### src/cmp_out_cfg.svh
// constants of the compare-output block: widths, bit positions, reset values
`ifndef CMP_OUT_CFG_SVH
`define CMP_OUT_CFG_SVH
// ==========================================
// widths
`define CMP_W 16
`define PORT_W 8
`define NBITS 24
`define T2_CHANS 5
`define P4_CHANS 8
// ==========================================
// bit positions inside the merged latch vectors
`define P1_BASE 0
`define P4_BASE 8
`define P5_BASE 16
`define CC4_IDX 4
// ==========================================
// reset values
`define LATCH_RST 24'hffffff
`endif

### src/cmp_out_pkg.sv
// types of the compare-output block
package cmp_out_pkg;
  // ==========================================
  // compare value carried between timer and register
  typedef logic [15:0] cmp_val_t;
  // the two compare modes of one output latch
  typedef enum logic {
    MODE_PWM = 1'b0,
    MODE_SHADOW = 1'b1
  } cmp_mode_t;
endpackage : cmp_out_pkg

### src/cmp_out.sv
// compare-output latches for port 1 bits 0-4, port 4 and port 5
`timescale 1ns/10ps
`default_nettype none
`include "cmp_out_cfg.svh"

module cmp_out
  import cmp_out_pkg::*;
(
  input wire logic i_clk_sys, // system clock, 25 MHz
  input wire logic i_rst_b, // synchronous reset, active low
  input wire logic [15:0] i_t2_count, // timer 2 count
  input wire logic i_t2_ovf, // timer 2 overflow, one-cycle pulse
  input wire logic [15:0] i_ct_count, // compare timer count
  input wire logic i_ct_ovf, // compare timer overflow, one-cycle pulse
  input wire logic [79:0] i_t2_cmp_vals, // five timer-2 compare values, register 0 lowest
  input wire logic [4:0] i_t2_cmp_en, // compare enable per timer-2 register
  input wire logic i_timer2_compare_mode_select, // mode for timer-2 registers 0-3
  input wire logic i_cc4_mode_sel, // mode for general_compare_register_4 on port 1 bit 4 only
  input wire logic [127:0] i_p4_cmp_vals, // eight port4_compare_registers, 0 lowest
  input wire logic [7:0] i_p4_cmp_en, // compare enable per port-4 register
  input wire logic [7:0] i_p4_ct_sel, // 1: compare timer base, 0: timer 2 base
  input wire logic [7:0] i_p5_cmp_en, // port-5 bits driven by register 4
  input wire logic i_p1_wr, // port 1 latch write strobe
  input wire logic [7:0] i_p1_wdata, // port 1 write data
  input wire logic i_p4_wr, // port 4 latch write strobe
  input wire logic [7:0] i_p4_wdata, // port 4 write data
  input wire logic i_p5_wr, // port 5 latch write strobe
  input wire logic [7:0] i_p5_wdata, // port 5 write data
  output logic [7:0] o_p1_pins, // port 1 pin level, also plain read value
  output logic [7:0] o_p4_pins, // port 4 pin level, also plain read value
  output logic [7:0] o_p5_pins, // port 5 pin level, also plain read value
  output logic [7:0] o_p1_shadow, // port 1 modify-write read value
  output logic [7:0] o_p4_shadow, // port 4 modify-write read value
  output logic [7:0] o_p5_shadow // port 5 modify-write read value
);

  // ==========================================
  // merged per-bit control
  logic [`NBITS-1:0] cmp_v; // bit is compare-controlled
  logic [`NBITS-1:0] mode1_v; // bit runs in shadow mode
  logic [`NBITS-1:0] match_v; // compare match level
  logic [`NBITS-1:0] ovf_v; // overflow of the assigned timer
  logic [`NBITS-1:0] wr_v; // write strobe per bit
  logic [`NBITS-1:0] wd_v; // write data per bit
  logic [`NBITS-1:0] out_r; // output latch, drives the pin
  logic [`NBITS-1:0] sh_r; // shadow latch
  logic [`NBITS-1:0] out_nxt; // next output latch
  logic [`NBITS-1:0] sh_nxt; // next shadow latch

  // equality of a count with a compare value
  function automatic logic cmp_eq(input cmp_val_t cnt, input cmp_val_t val);
    return cnt == val;
  endfunction : cmp_eq

  // next output latch of one bit
  function automatic logic next_out(input logic cmp, input logic m1, input logic mt,
                                    input logic ov, input logic wr, input logic wd,
                                    input logic out, input logic sh);
    logic r;
    r = out;
    if (!cmp) begin
      // plain port bit
      r = wr ? wd : out;
    end else if (!m1) begin
      // pwm: match set wins over overflow clear, writes ignored
      if (mt) begin
        r = 1'b1;
      end else if (ov) begin
        r = 1'b0;
      end
    end else if (mt) begin
      // shadow mode: transparent while the match holds
      r = wr ? wd : sh;
    end
    return r;
  endfunction : next_out

  // next shadow latch of one bit
  function automatic logic next_sh(input logic cmp, input logic wr, input logic wd,
                                   input logic out, input logic sh);
    logic r;
    r = wr ? wd : (cmp ? sh : out);
    return r;
  endfunction : next_sh

  // ==========================================
  // channel routing: timer, mode and match per bit
  always_comb begin
    cmp_v = '0;
    mode1_v = '0;
    match_v = '0;
    ovf_v = '0;
    for (int i = 0; i < `T2_CHANS; i++) begin
      cmp_v[`P1_BASE+i] = i_t2_cmp_en[i];
      match_v[`P1_BASE+i] = i_t2_cmp_en[i] & cmp_eq(i_t2_count, i_t2_cmp_vals[i*`CMP_W +: `CMP_W]);
      mode1_v[`P1_BASE+i] = (i == `CC4_IDX) ? i_cc4_mode_sel : i_timer2_compare_mode_select;
      ovf_v[`P1_BASE+i] = i_t2_ovf;
    end
    for (int i = 0; i < `P4_CHANS; i++) begin
      cmp_v[`P4_BASE+i] = i_p4_cmp_en[i];
      // compare timer forces pwm, timer 2 forces shadow
      mode1_v[`P4_BASE+i] = ~i_p4_ct_sel[i];
      match_v[`P4_BASE+i] = i_p4_cmp_en[i] &
        cmp_eq(i_p4_ct_sel[i] ? i_ct_count : i_t2_count, i_p4_cmp_vals[i*`CMP_W +: `CMP_W]);
      ovf_v[`P4_BASE+i] = i_p4_ct_sel[i] ? i_ct_ovf : i_t2_ovf;
    end
    for (int i = 0; i < `PORT_W; i++) begin
      // port 5 only under timer 2 in shadow mode
      cmp_v[`P5_BASE+i] = i_p5_cmp_en[i];
      mode1_v[`P5_BASE+i] = 1'b1;
      match_v[`P5_BASE+i] = i_p5_cmp_en[i] & i_t2_cmp_en[`CC4_IDX] &
        cmp_eq(i_t2_count, i_t2_cmp_vals[`CC4_IDX*`CMP_W +: `CMP_W]);
      ovf_v[`P5_BASE+i] = 1'b0;
    end
  end

  // write strobes and data fanned out per bit
  assign wr_v = {{`PORT_W{i_p5_wr}}, {`PORT_W{i_p4_wr}}, {`PORT_W{i_p1_wr}}};
  assign wd_v = {i_p5_wdata, i_p4_wdata, i_p1_wdata};

  // ==========================================
  // next latch values
  always_comb begin
    out_nxt = out_r;
    sh_nxt = sh_r;
    for (int b = 0; b < `NBITS; b++) begin
      // pwm bits rise on match, fall on overflow, writes ignored
      // set beats clear, spike left by equal widths
      out_nxt[b] = next_out(cmp_v[b], mode1_v[b], match_v[b], ovf_v[b], wr_v[b], wd_v[b],
                            out_r[b], sh_r[b]);
      sh_nxt[b] = next_sh(cmp_v[b], wr_v[b], wd_v[b], out_r[b], sh_r[b]);
    end
  end

  // output latches
  always_ff @(posedge i_clk_sys) begin
    if (!i_rst_b) begin
      out_r <= `LATCH_RST;
    end else begin
      out_r <= out_nxt;
    end
  end

  // shadow latches
  always_ff @(posedge i_clk_sys) begin
    if (!i_rst_b) begin
      sh_r <= `LATCH_RST;
    end else begin
      sh_r <= sh_nxt;
    end
  end

  // ==========================================
  // read values
  // plain read sees the pin latch
  assign o_p1_pins = out_r[`P1_BASE +: `PORT_W];
  assign o_p4_pins = out_r[`P4_BASE +: `PORT_W];
  assign o_p5_pins = out_r[`P5_BASE +: `PORT_W];
  assign o_p1_shadow = sh_r[`P1_BASE +: `PORT_W];
  assign o_p4_shadow = sh_r[`P4_BASE +: `PORT_W];
  assign o_p5_shadow = sh_r[`P5_BASE +: `PORT_W];

  for (genvar b = 0; b < `NBITS; b++) begin : g_chk

  end

  for (genvar i = 0; i < `P4_CHANS; i++) begin : g_chk_p4

  end
endmodule : cmp_out
`default_nettype wire

### config.mk
export PLATFORM = sky130hd
export DESIGN_NAME = cmp_out
export DESIGN_NICKNAME = d
export VERILOG_FILES = /design/src/cmp_out_pkg.sv /design/src/cmp_out.sv
export VERILOG_INCLUDE_DIRS = /design/src
export SDC_FILE = /design/constraint.sdc
export NUM_CORES = 1
export LEC_CHECK = 0
export ABC_AREA = 1
export BUFFER_PORTS_ARGS = -buffer_cell sky130_fd_sc_hd__buf_2
export CAP_MARGIN = 20
export CORE_AREA = 2 2 134 136
export CTS_CLUSTER_DIAMETER = 40
export CTS_CLUSTER_SIZE = 14
export DETAILED_ROUTE_END_ITERATION = 10
export DIE_AREA = 0 0 136 138
export PLACE_DENSITY_LB_ADDON = 0.2
export REMOVE_ABC_BUFFERS = 1
export SLEW_MARGIN = 20
export SYNTH_ARGS = -nofsm -noshare
export SYNTH_HDL_FRONTEND = slang
export SYNTH_SLANG_ARGS = --single-unit
### constraint.sdc
create_clock -name i_clk_sys -period 3.2 [get_ports i_clk_sys]
set_input_delay 0 -clock i_clk_sys [delete_from_list [all_inputs] [get_ports i_clk_sys]]
set_output_delay 0 -clock i_clk_sys [all_outputs]
set_load 0.1 [all_outputs]
==> metrics.cfg <==
[cts]
clkTransAtPathRegs_ns = 0.06
numCtsBuffers = 5
tritoncts = done
cts_buffer_depth = 2
clock-sinks = 45
h-tree-depth = 2
insertion_delay_ns = 0.29
cts_setup_buffers = 0
cts-root-buf = clkbuf_16

[layout]
layout.cells.non_filler = 2250
syn_to_final_growth_pct = 24.1
final_cell_mix = nand2_1, buf_2, inv_1, nor2_1, nand3_1
nets = 2312
stdcell_area_sq_mm = 0.0102
final_layout_size_suffix_gt1_share_pct = 19.3
nFillCells = 1890
multiInputGateArea_sq_mm = 0.00619
final_util_pct = 58.0
layout_commonest_cell = nand2_1
seqCellArea_sq_um = 901

[placed_design]
dpl.hpwl_mm = 26.8
dp.cells = 2217
placed_area_sq_mm = 0.00982
gp_congestion = 0.942
io_buffers = 349
dp_slack_ns = 1.26

[synth]
avgSynthCellArea_sq_um = 4.82
synth_cells = 1699
ys_seq_elements = 45
synth_async_sr_flop_share_pct = 0
syn_area_sq_mm = 0.00819
synth_edf_count = 0
ys.flop_type = dfxtp_1
synth_top_cell_by_area = nand2_1
ys_seq_area_share_pct = 11.0
synth_top_area_share_pct = 41.7
synth_area_leaders = nand2_1, dfxtp_1, nand3_1
ys_warn_count = 0
synth.distinct_cells = 29

[sta]
rsz0062_at_grt = false
worst_pin_slew_ns = 0.901
fmax_ghz = 0.597
tns_ns = 0
period_minus_slack_ns = 1.68
post-route-period-util_pct = 52.3
maxSlewViolCount = 0
hold_viol_final = 1
setup_ws_ns = 1.52
setup_viol = 0
whs_ns = -0.000966
max-slew-margin-rel_pct = 39.8
clock_skew_ns = 0.00182

[route]
totalWireLength_mm = 34.2
detail-route-antenna-nets = 0
drt-vias-per-instance = 5.29
num_vias = 11900
drt_iter0_markers = 806
drc_errors = 0
dr.pass1.iters = 8
wl_per_cell_um = 15.2

[worst_setup_path]
reg2reg_from = sh_r[15]
r2r_cells = 6
critPathKind = input port to register
cp-end-kind = register
crit_fanout = 20
critPathArrivalTime_ns = 1.85
required_ns = 3.38
cp-start-kind = input port
r2r_slack_ns = 2.32
r2r_end = out_r[15]

[outcome]
status = finished, violations left
violations = hold timing

[global_route]
grt_first_pass_wirelength_mm = 52.8
antenna_found_initial = 13
grt.met2_usage_pct = 59.6
top_usage_layer = met2
grtUsageMet1_pct = 40.5
use_met3_pct = 7.99
grtUsageTotal_pct = 34.9
grt_start_max_net_pins = 33
grt_overflow = 0
grt_pass1_vias = 10700

[floorplanning]
dieArea_sq_mm = 0.0188
io_pins = 350
core_area_sq_mm = 0.0175
dieWidth_um = 136
start_util_pct = 46.7
rows = 49
die_h_um = 138

[pwr]
power.internal_mw = 1.49
p_leak_nw = 6.25
power_density_mw_per_mm2 = 281
combPwrFrac_pct = 56.1
clkPwrFrac_pct = 21.5
power_mw = 2.85
swShare_pct = 47.8
p_switching_mw = 1.36
vdd_drop_max_v = 0.000305
power_frac_seq_pct = 22.4

[min_path]
hold_class = input port to register
min-delay-start = i_p5_cmp_en[6]
hold_depth = 3
min_to = out_r[22]

[job]
cap_violations = 0

## worst max-delay path by stage
stage	startpoint	end	slack, ns
3_5_place_dp	i_p4_ct_sel[6]	out_r[14]	1.26
6_report	i_p4_ct_sel[6]	out_r[14]	1.52
2_1_floorplan	out_r[5]	out_r[5]	1.35
4_1_cts	i_p4_ct_sel[6]	out_r[14]	1.56
5_1_grt	i_p4_ct_sel[6]	out_r[14]	1.31
3_3_place_gp	i_p4_ct_sel[6]	out_r[14]	1.29
## cell usage after synthesis, types with 2 or more instances
cell,instances
buf_4,28
a21oi_1,36
a31oi_1,12
buf_6,11
o211ai_1,13
nand3_1,122
clkbuf_1,15
o21ai_1,4
inv_2,14
or2_2,4
nand2_2,7
buf_2,9
buf_1,2
nor3_1,6
nor2_1,138
o21ai_0,34
nand4_1,12
nand2_1,909
xor2_1,13
o2111ai_1,12
nand3b_1,65
inv_1,161
xnor2_1,22
dfxtp_1,45
## power groups by stage
stage          sequential [mW]  clock (mW)  combinational [mW]
2_1_floorplan             1.00           0               0.668
3_3_place_gp             0.649           0                1.54
3_5_place_dp             0.651           0                1.56
4_1_cts                  0.639       0.612                1.58
5_1_grt                  0.645       0.630                1.76
6_report                 0.640       0.613                1.60
## registers in the layout, summed over array words and instances, names as in the netlist
signal,count
sh_r,21
out_r,24
## final cells by class
cell class | count | area share, %
sequential | 45 | 8.86
multi-input combinational | 1413 | 60.9
clock buffer | 7 | 1.40
inverter | 176 | 6.50
timing repair buffer | 369 | 19.0
tap | 229 | 2.82
antenna | 10 | 0.246
clock inverter | 1 | 0.295
## per-layer routing
metal	wire [um]	up-vias	share of wire [%]
met5	72	-	0.21
met4	1750	10	5.1
met3	3600	130	11
met2	15900	600	46
met1	12900	5263	38
li1	-	5909	-
## repair_timing
item                                   4_1_cts  5_1_grt
endpoints found under the hold margin       15        0
gates resized for setup                      0        0
hold buffers                                15        0
## logic make-up (layout without fill, tap and decap cells)
family | Yosys count | in the layout | share of synthesized area, %
buf+inv | 241 | 553 | 13.5
simple gates | 1266 | 1266 | 63.8
xor+xnor | 35 | 35 | 3.74
compound gates | 112 | 112 | 7.99
other cells | 0 | 10 | 0
flops | 45 | 45 | 11.0
## worst max-delay path, stage by stage
cell and delay, ns:
buf_2 0.39, inv_2 0.30, nand2_1 0.15, nand2_1 0.06, nand2_1 0.05, nand2_1 0.06, nor2_1 0.11, nand2_1 0.07
nor2_1 0.15, nand2_1 0.14, nand2_1 0.09, nand2_1 0.07, a21oi_1 0.12, nand2_1 0.07
Note: power is estimated with default switching activity, not from simulation.
